--- src/rtl/vtwf_pkg.sv ---
/*
  Package for the tag identifier and wake pattern window block:
  register offsets, reset values, frame length limits, carrier structs.
  Assumes a 32-bit classic Wishbone register bus with byte addresses.
*/
package vtwf_pkg;

  // ----------------------------------------------------------------
  // Register map
  // ----------------------------------------------------------------
  localparam int          ADDR_W            = 12;
  localparam logic [11:0] OFF_FIRST_TAG     = 12'h120;
  localparam logic [11:0] OFF_SECOND_TAG    = 12'h124;
  localparam logic [11:0] OFF_PATTERN_WIN   = 12'h128;
  localparam logic [11:0] OFF_WAKE_CTRL     = 12'h12c;
  localparam int          PTR_CLEAR_BIT     = 31;
  localparam logic [15:0] TAG_RESET         = 16'hffff;
  localparam logic [31:0] PATTERN_RESET     = 32'h0000_0000;
  localparam logic [31:0] UNMAPPED_READ     = 32'h0000_0000;

  // ----------------------------------------------------------------
  // Pattern store geometry and frame lengths
  // ----------------------------------------------------------------
  localparam int          PATTERN_DEPTH     = 40;
  localparam int          FILTER_COUNT      = 8;
  localparam int          PTR_W             = 6;
  localparam logic [10:0] MAX_LEN_PLAIN     = 11'd1518;
  localparam logic [10:0] MAX_LEN_TAGGED    = 11'd1522;
  localparam logic [10:0] TAG_BYTE_HI       = 11'd12;  // 13th byte, zero based
  localparam logic [10:0] TAG_BYTE_LO       = 11'd13;  // 14th byte, zero based

  // ----------------------------------------------------------------
  // Carriers
  // ----------------------------------------------------------------
  typedef struct packed {
    logic       valid;
    logic       sof;
    logic       eof;
    logic [7:0] data;
  } vtwf_rx_byte_t;

  typedef struct packed {
    logic done;
    logic tag1;
    logic tag2;
    logic too_long;
  } vtwf_rx_status_t;

endpackage

--- src/rtl/vtwf_tag_detect.sv ---
/*
  Receive-side tag detector and frame length judge.
  Assumes one byte per valid cycle, sof on the first and eof on the last.
*/
`timescale 1ns/1ns
`default_nettype none
module vtwf_tag_detect (
  input  wire logic                     clk_i,
  input  wire logic                     rst_i,
  input  wire vtwf_pkg::vtwf_rx_byte_t  rx_i,
  input  wire logic [15:0]              tag1_i,
  input  wire logic [15:0]              tag2_i,
  output logic                          tag1_o,
  output logic                          tag2_o,
  output logic                          over_o,
  output logic [10:0]                   cnt_o
);
  import vtwf_pkg::*;

  logic [10:0] cnt_q, cnt_d;
  logic [7:0]  hi_q, hi_d;
  logic        t1_q, t1_d, t2_q, t2_d, over_q, over_d;
  logic [10:0] pos, limit;

  // ----------------------------------------------------------------
  // Byte position, tag compare and length check
  // ----------------------------------------------------------------
  always_comb begin
    pos    = rx_i.sof ? 11'd0 : cnt_q;
    cnt_d  = cnt_q;
    hi_d   = hi_q;
    t1_d   = t1_q;
    t2_d   = t2_q;
    over_d = over_q;
    if (rx_i.valid) begin
      if (rx_i.sof) begin
        t1_d   = 1'b0;
        t2_d   = 1'b0;
        over_d = 1'b0;
      end
      if (pos == TAG_BYTE_HI) hi_d = rx_i.data;
      if (pos == TAG_BYTE_LO) begin
        t1_d = ({hi_q, rx_i.data} == tag1_i);
        t2_d = ({hi_q, rx_i.data} == tag2_i);
      end
      // Saturate so a runaway frame cannot wrap back under the limit
      if (pos != 11'h7ff) cnt_d = pos + 11'd1;
      else cnt_d = pos;
    end
    // Tagged frames get four more bytes before being judged too long
    limit = (t1_d | t2_d) ? MAX_LEN_TAGGED : MAX_LEN_PLAIN;
    if (rx_i.valid && (cnt_d > limit)) over_d = 1'b1;
  end

  always_ff @(posedge clk_i) begin
    if (rst_i) begin
      cnt_q  <= 11'h000;
      hi_q   <= 8'h00;
      t1_q   <= 1'b0;
      t2_q   <= 1'b0;
      over_q <= 1'b0;
    end else begin
      cnt_q  <= cnt_d;
      hi_q   <= hi_d;
      t1_q   <= t1_d;
      t2_q   <= t2_d;
      over_q <= over_d;
    end
  end

  assign tag1_o = t1_d;
  assign tag2_o = t2_d;
  assign over_o = over_d;
  assign cnt_o  = cnt_d;
endmodule
`default_nettype wire

--- src/rtl/vtwf_pattern_store.sv ---
/*
  Wake pattern store: flip-flop array of DWORDs with a write port and an
  indexed read port. Assumes the caller keeps indices below the depth.
*/
`timescale 1ns/1ns
`default_nettype none
module vtwf_pattern_store #(
  parameter int DEPTH = vtwf_pkg::PATTERN_DEPTH,
  parameter int AW    = vtwf_pkg::PTR_W
) (
  input  wire logic          clk_i,
  input  wire logic          rst_i,
  input  wire logic          we_i,
  input  wire logic [AW-1:0] waddr_i,
  input  wire logic [31:0]   wdata_i,
  input  wire logic [AW-1:0] raddr_i,
  output logic [31:0]        rdata_o
);
  import vtwf_pkg::*;

  logic [31:0] mem_q [DEPTH];
  logic [31:0] mem_d [DEPTH];

  // ----------------------------------------------------------------
  // One entry per generate step
  // ----------------------------------------------------------------
  for (genvar g = 0; g < DEPTH; g++) begin : g_ent
    always_comb begin
      mem_d[g] = mem_q[g];
      if (we_i && (waddr_i == AW'(g))) mem_d[g] = wdata_i;
    end
    always_ff @(posedge clk_i) begin
      if (rst_i) mem_q[g] <= PATTERN_RESET;
      else mem_q[g] <= mem_d[g];
    end
  end

  assign rdata_o = mem_q[raddr_i];
endmodule
`default_nettype wire

--- src/rtl/vtwf_top.sv ---
/*
  Tag identifier registers, receive tag detection with length extension,
  and the auto-advancing wake pattern window with its pointer clear bit.
  Assumes a classic Wishbone master on clk_i and a byte stream on clk_i.
*/
// Our own choice: register access over Wishbone.
// Operation
// - Tagged frames allow 1522 bytes, else 1518
// - Compare tag fields with frame bytes 13-14
// - Checksum engine uses first tag as marker
// - First write after reset lands at entry 0
// - Each further write goes to next entry
// - Write pointer wraps after 40 entries
// - Reads return entries in sequence, advancing
// - Partial runs leave pointers where they stopped
// - Pointer clear returns both pointers to start
// - Bit 31 of wake control clears, self-clears
`timescale 1ns/1ns
`default_nettype none
module vtwf_top (
  input  wire logic                       clk_i,
  input  wire logic                       rst_i,
  // Wishbone slave
  input  wire logic                       wb_cyc_i,
  input  wire logic                       wb_stb_i,
  input  wire logic                       wb_we_i,
  input  wire logic [vtwf_pkg::ADDR_W-1:0] wb_adr_i,
  input  wire logic [3:0]                 wb_sel_i,
  input  wire logic [31:0]                wb_dat_i,
  output logic [31:0]                     wb_dat_o,
  output logic                            wb_ack_o,
  // Receive byte stream
  input  wire vtwf_pkg::vtwf_rx_byte_t    rx_i,
  // Receive results
  output vtwf_pkg::vtwf_rx_status_t       rx_status_o,
  output logic [15:0]                     rx_checksum_offload_engine_tag_o
);
  import vtwf_pkg::*;

  // ----------------------------------------------------------------
  // State
  // ----------------------------------------------------------------
  logic [15:0]      first_tag_id_field_q, first_tag_id_field_d;
  logic [15:0]      second_tag_id_field_q, second_tag_id_field_d;
  logic [PTR_W-1:0] wr_ptr_q, wr_ptr_d;
  logic [PTR_W-1:0] rd_ptr_q, rd_ptr_d;
  logic             ack_q, ack_d;
  logic [31:0]      dat_q, dat_d;
  logic             clr_q, clr_d;
  vtwf_rx_status_t  st_q, st_d;
  logic [15:0]      coe_q;

  logic             req, wr_acc, rd_acc, store_we;
  logic [31:0]      store_rdata, sel_mask;
  logic             tag1, tag2, over;

  // Byte-enable mask for partial writes of the tag registers
  always_comb begin
    for (int b = 0; b < 4; b++) begin
      sel_mask[8*b +: 8] = {8{wb_sel_i[b]}};
    end
  end

  // New request only while no answer is pending, giving one ack per request, at most one every other clock
  assign req    = wb_cyc_i && wb_stb_i && !ack_q;
  assign wr_acc = req && wb_we_i;
  assign rd_acc = req && !wb_we_i;
  // Window writes store the whole DWORD; the pointer walk has no lanes
  assign store_we = wr_acc && (wb_adr_i == OFF_PATTERN_WIN);

  // ----------------------------------------------------------------
  // Pattern store
  // ----------------------------------------------------------------
  vtwf_pattern_store #(
    .DEPTH (PATTERN_DEPTH),
    .AW    (PTR_W)
  ) u_store (
    .clk_i   (clk_i),
    .rst_i   (rst_i),
    .we_i    (store_we),
    .waddr_i (wr_ptr_q),
    .wdata_i (wb_dat_i),
    .raddr_i (rd_ptr_q),
    .rdata_o (store_rdata)
  );

  // ----------------------------------------------------------------
  // Tag detection
  // ----------------------------------------------------------------
  vtwf_tag_detect u_tag (
    .clk_i  (clk_i),
    .rst_i  (rst_i),
    .rx_i   (rx_i),
    .tag1_i (first_tag_id_field_q),
    .tag2_i (second_tag_id_field_q),
    .tag1_o (tag1),
    .tag2_o (tag2),
    .over_o (over),
    .cnt_o  ()
  );

  // ----------------------------------------------------------------
  // Register file and pointers
  // ----------------------------------------------------------------
  // Tag writes land at once; changing them mid-frame is software's hazard
  always_comb begin
    first_tag_id_field_d  = first_tag_id_field_q;
    second_tag_id_field_d = second_tag_id_field_q;
    wr_ptr_d              = wr_ptr_q;
    rd_ptr_d              = rd_ptr_q;
    clr_d                 = 1'b0;
    ack_d                 = req;
    dat_d                 = 32'h0000_0000;
    if (wr_acc) begin
      case (wb_adr_i)
        OFF_FIRST_TAG: begin
          first_tag_id_field_d = (first_tag_id_field_q & ~sel_mask[15:0])
                               | (wb_dat_i[15:0] & sel_mask[15:0]);
        end
        OFF_SECOND_TAG: begin
          second_tag_id_field_d = (second_tag_id_field_q & ~sel_mask[15:0])
                                | (wb_dat_i[15:0] & sel_mask[15:0]);
        end
        OFF_PATTERN_WIN: begin
          // Wrap after the last entry so a new pass starts at filter 0
          if (wr_ptr_q == PTR_W'(PATTERN_DEPTH - 1)) wr_ptr_d = '0;
          else wr_ptr_d = wr_ptr_q + PTR_W'(1);
        end
        OFF_WAKE_CTRL: begin
          clr_d = wb_sel_i[3] && wb_dat_i[PTR_CLEAR_BIT];
        end
        default: begin
        end
      endcase
    end
    if (rd_acc) begin
      case (wb_adr_i)
        OFF_FIRST_TAG:  dat_d = {16'h0000, first_tag_id_field_q};
        OFF_SECOND_TAG: dat_d = {16'h0000, second_tag_id_field_q};
        OFF_PATTERN_WIN: begin
          dat_d = store_rdata;
          if (rd_ptr_q == PTR_W'(PATTERN_DEPTH - 1)) rd_ptr_d = '0;
          else rd_ptr_d = rd_ptr_q + PTR_W'(1);
        end
        // Clear bit always reads back as zero once it has acted
        OFF_WAKE_CTRL:  dat_d = {clr_q, 31'h0000_0000};
        default:        dat_d = UNMAPPED_READ;
      endcase
    end
    // Clear overrides any same-cycle advance; it acts on the next edge
    if (clr_q) begin
      wr_ptr_d = '0;
      rd_ptr_d = '0;
    end
  end

  always_ff @(posedge clk_i) begin
    if (rst_i) begin
      first_tag_id_field_q  <= TAG_RESET;
      second_tag_id_field_q <= TAG_RESET;
      wr_ptr_q              <= '0;
      rd_ptr_q              <= '0;
      clr_q                 <= 1'b0;
      ack_q                 <= 1'b0;
      dat_q                 <= 32'h0000_0000;
    end else begin
      first_tag_id_field_q  <= first_tag_id_field_d;
      second_tag_id_field_q <= second_tag_id_field_d;
      wr_ptr_q              <= wr_ptr_d;
      rd_ptr_q              <= rd_ptr_d;
      clr_q                 <= clr_d;
      ack_q                 <= ack_d;
      dat_q                 <= dat_d;
    end
  end

  // ----------------------------------------------------------------
  // Receive status
  // ----------------------------------------------------------------
  // Result registered on the last byte; flags held until the next frame ends, done high for one cycle only
  always_comb begin
    st_d = st_q;
    st_d.done = 1'b0;
    if (rx_i.valid && rx_i.eof) begin
      st_d.done     = 1'b1;
      st_d.tag1     = tag1;
      st_d.tag2     = tag2;
      st_d.too_long = over;
    end
  end

  always_ff @(posedge clk_i) begin
    if (rst_i) begin
      st_q  <= '0;
      coe_q <= TAG_RESET;
    end else begin
      st_q  <= st_d;
      coe_q <= first_tag_id_field_q;
    end
  end

  assign wb_ack_o                         = ack_q;
  assign wb_dat_o                         = dat_q;
  assign rx_status_o                      = st_q;
  assign rx_checksum_offload_engine_tag_o = coe_q;
endmodule
`default_nettype wire

--- config.mk ---
export PLATFORM = sky130hd
export DESIGN_NAME = vtwf_top
export DESIGN_NICKNAME = d
export VERILOG_FILES = /design/src/rtl/vtwf_pkg.sv /design/src/rtl/vtwf_tag_detect.sv /design/src/rtl/vtwf_pattern_store.sv /design/src/rtl/vtwf_top.sv
export SDC_FILE = /design/constraint.sdc
export NUM_CORES = 2
export LEC_CHECK = 0
export BUFFER_PORTS_ARGS = -buffer_cell sky130_fd_sc_hd__buf_2
export CELL_PAD_IN_SITES_DETAIL_PLACEMENT = 0
export CELL_PAD_IN_SITES_GLOBAL_PLACEMENT = 1
export CORE_MARGIN = 5
export CORE_UTILIZATION = 45
export CTS_CLUSTER_SIZE = 16
export DETAILED_ROUTE_END_ITERATION = 7
export GPL_TIMING_DRIVEN = 0
export PLACE_DENSITY_LB_ADDON = 0.1
export SETUP_SLACK_MARGIN = 0.1
export SKIP_LAST_GASP = 1
export SYNTH_ARGS = -nofsm -noshare
export SYNTH_HDL_FRONTEND = slang
export SYNTH_HIERARCHICAL = 1
export SYNTH_SLANG_ARGS = --single-unit
export TNS_END_PERCENT = 50
--- constraint.sdc ---
create_clock -name clk_i -period 5.25 [get_ports clk_i]
set_input_delay 0.2625 -clock clk_i [delete_from_list [all_inputs] [get_ports clk_i]]
set_output_delay 0.2625 -clock clk_i [all_outputs]
set_load 0.02 [all_outputs]
==> summary.md <==
| Metric | Value |
|---|---|
| Number of vias per cell | 5.81 |
| Core ar. | 143000 um2 |
| Peak supply drop | 229 uV |
| Layout Cells excl Fill | 7099 |
| Clock Skew | 23.1 ps |
| Worst endpoint required time | 5910 ps |
| GPL Wtd Cong | 0.945 |
| Share of layout cells above drive strength 1 | 0.124 |
| Worst-path clk slew | 60 ps |
| WS Path Type | reg -> reg |
| Sw Ratio | 0.219 |
| Crit path time final | 4510 ps |
| Vias | 41216 |
| Average size of a mapped cell | 13.7 um2 |
| Initial core utilization | 0.451 |
| CP startpoint kind | register |
| Drc violations | 0 |
| Antenna Nets Post-Route | 0 |
| Slowest CP cell | a21oi_1 |
| Hold slack | 42.2 ps |
| Crit-path max cell delay | 820 ps |
| Vias in the first global route | 40142 |
| Final Cycle Share | 0.860 |
| Die Area | 151000 um2 |
| IO Pins | 117 |
| Chip height | 389 um |
| Gr ovfl total | 0 |
| Gate power share | 0.041 |
| Sequential power share | 0.519 |
| Largest net degree at the start of global routing | 33 |
| Clock Tree Root | clkbuf_16 |
| Cell family with most CP delay | buffers and inverters |
| First-pass GRT wire length | 308000 um |
| I/O Buffers | 99 |
| Largest fanout on the critical path | 10 |
| RSZ-0062 raised after global routing | no |
| DP Cell Count | 6748 |
| RR Endpoint | wb_dat_o[13]$_SDFF_PP0_ |
| Power Dens Cells | 328 nW/um2 |
| WHS Path Cells | 2 |
| Hold path start | wb_dat_i[20] |
| CP Data Arrival Time | 5170 ps |
| Leakage | 25.4 nW |
| Final hold vios | 0 |
| Clk pwr share | 0.439 |
| Slew Viols, Final | 0 |
| Worst reg2reg startpoint | rd_ptr_q[1]$_SDFFE_PP0P_ |
| Final #Nets | 5129 |
| Fin Setup TNS | 0 ps |
| HP Class | in -> reg |
| Final setup fails | 0 |
| Drt first pass iters | 6 |
| Least-Margin Pin Slew | 1420 ps |
| Crit. End Element | register |
| Core Rows | 139 |
| Crit-path cells | and2_1 -> buf_2 -> buf_2 -> buf_1 -> a22oi_1 -> a21oi_1 -> o41ai_2 -> mux2_2 -> a22oi_1 -> nor2_1 |
| Die W | 389 um |
| Worst path bufs/invs | 3 |
| Internal | 19.0 mW |
| Status | complete, no violations |
| Syn Nets | 4781 |
| Starting DRT DRC Count | 4444 |
| Total track usage | 0.288 |
| Initial antenna violation count | 4 |
| Sw Pwr | 5.31 mW |
| Skew-Pair Late Insertion Delay | 800 ps |
| Max_slew headroom | 0.0529 |
| Reg-to-reg slack, setup | 740 ps |
| H-tree depth | 4 |
| Register-to-Register Path Depth | 10 |
| TritonCTS Buffers | 157 |
| Layout area overhead | 14.8% |
| CTS tree | built |
| Hold endpoint | u_store/mem_q[37][20]$_SDFFCE_PN0P_ |
| Routed wire length | 222000 um |
| Clock buffer depth | 3 |
| Yosys warnings | 6 |
| Clock sinks | 1400 |
| Peak Freq | 0.222 GHz |
| Fillers | 12274 |
| Mapped Area | 64700 um2 |
| Fin util | 0.518 |
| Mapped Cells | 4710 |
| Final HPWL DP | 158000 um |
| Max cap viols | 0 |
| Post-DR wirelength/cell | 31.2 um |
==> what timing repair did <==
| item | CTS | global route |
|---|---|---|
| resized for setup | 0 | 0 |
| hold buffers | 54 | 0 |
| setup buffers | 0 | 0 |
| endpoints found under the hold margin | 121 | 0 |
==> metrics by stage <==
stage / instance area [um2] / power [mW] / setup slack, ps
5_1_grt: 74200 / 25.0 / 576
6_report: 74300 / 24.3 / 738
3_5_place_dp: 68700 / 13.8 / 560
3_3_place_gp: 67600 / 13.8 / -1690
2_1_floorplan: 64700 / 13.3 / 1240
4_1_cts: 74200 / 24.5 / 669
==> layer usage <==
metal | vias to the layer above | part of all wire | global-route usage
met4 | 0 | 0.033 | 0.0891
met2 | 1733 | 0.45 | 0.446
met1 | 21203 | 0.43 | 0.408
met3 | 363 | 0.089 | 0.0642
met5 | - | 0 | 0
li1 | 17917 | - | -
==> state kept, by name, indices dropped and copies added (netlist names), named ones only <==
name and count:
u_tag/hi_q 8, clr_q 1, u_store/mem_q 1280, u_tag/over_q 1
wb_ack_o 1, u_tag/cnt_q 11, u_tag/t1_q 1, u_tag/t2_q 1
wb_dat_o 32, rx_checksum_offload_engine_tag_o 16, wr_ptr_q 6, rx_status_o 4
rd_ptr_q 6
==> worst reg2reg max path, stage by stage (launching register included) <==
cell and delay, ps:
dfxtp_1 670, and2_1 240, buf_2 370, buf_2 640, buf_1 610, a22oi_1 200, a21oi_1 820, o41ai_2 250
mux2_2 330, a22oi_1 200, nor2_1 60
==> worst max path at each step <==
stage                     depth (start not counted)  slack (ps)                startpoint                            endpoint
after detailed placement                         10         560               wb_adr_i[1]  u_store/mem_q[8][24]$_SDFFCE_PN0P_
after global routing                             11         580               wb_adr_i[2]  u_store/mem_q[8][21]$_SDFFCE_PN0P_
after floorplan                                   8        1240               wb_adr_i[2]   u_store/mem_q[3][0]$_SDFFCE_PN0P_
after CTS                                        10         670  rd_ptr_q[1]$_SDFFE_PP0P_             wb_dat_o[13]$_SDFF_PP0_
final                                            10         740  rd_ptr_q[1]$_SDFFE_PP0P_             wb_dat_o[13]$_SDFF_PP0_
after global placement                            8       -1690               wb_adr_i[1]  u_store/mem_q[9][24]$_SDFFCE_PN0P_
==> final cells by class <==
type,instances,area (um2),area share
well taps,1903,2380,0.0321
flip-flops and latches,1400,40800,0.550
diodes,14,35.0,0.000472
inverters,25,93.8,0.00126
plain buffers,441,1960,0.0263
clock buffers,219,4390,0.0591
multi-input cells,2844,22200,0.298
clock inverters,64,571,0.00768
repair buffers,189,1820,0.0246
==> cells in the final DEF (no fill, tap or decap), types with 17 or more instances in the layout <==
cell type and count:
and2_1 1300, edfxtp_1 1280, mux2i_1 539, clkbuf_1 374
clkbuf_16 161, a22oi_1 144, buf_2 139, dfxtp_1 120
nor2_1 115, nand2_1 81, a21oi_1 78, a22o_1 64
mux4_2 64, a221oi_1 62, dlygate4sd3_1 54, mux2_2 48
o22ai_1 33, o41ai_2 32, o21bai_4 32, xor2_1 32
clkinv_1 28, buf_12 28, inv_1 25, buf_1 24
nor2b_1 19, buf_4 19, o31ai_1 18, nand3_1 18
a41oi_1 17
==> power groups by stage <==
stage	Sequential [mW]	Clock, mW	Combinational (mW)
final	12.6	10.7	1.01
after global routing	12.7	11.3	1.06
after CTS	12.6	10.9	1.00
after detailed placement	12.9	0	0.968
after global placement	12.9	0	0.871
after floorplan	12.8	0	0.463
(Power assumes the default switching activity.)
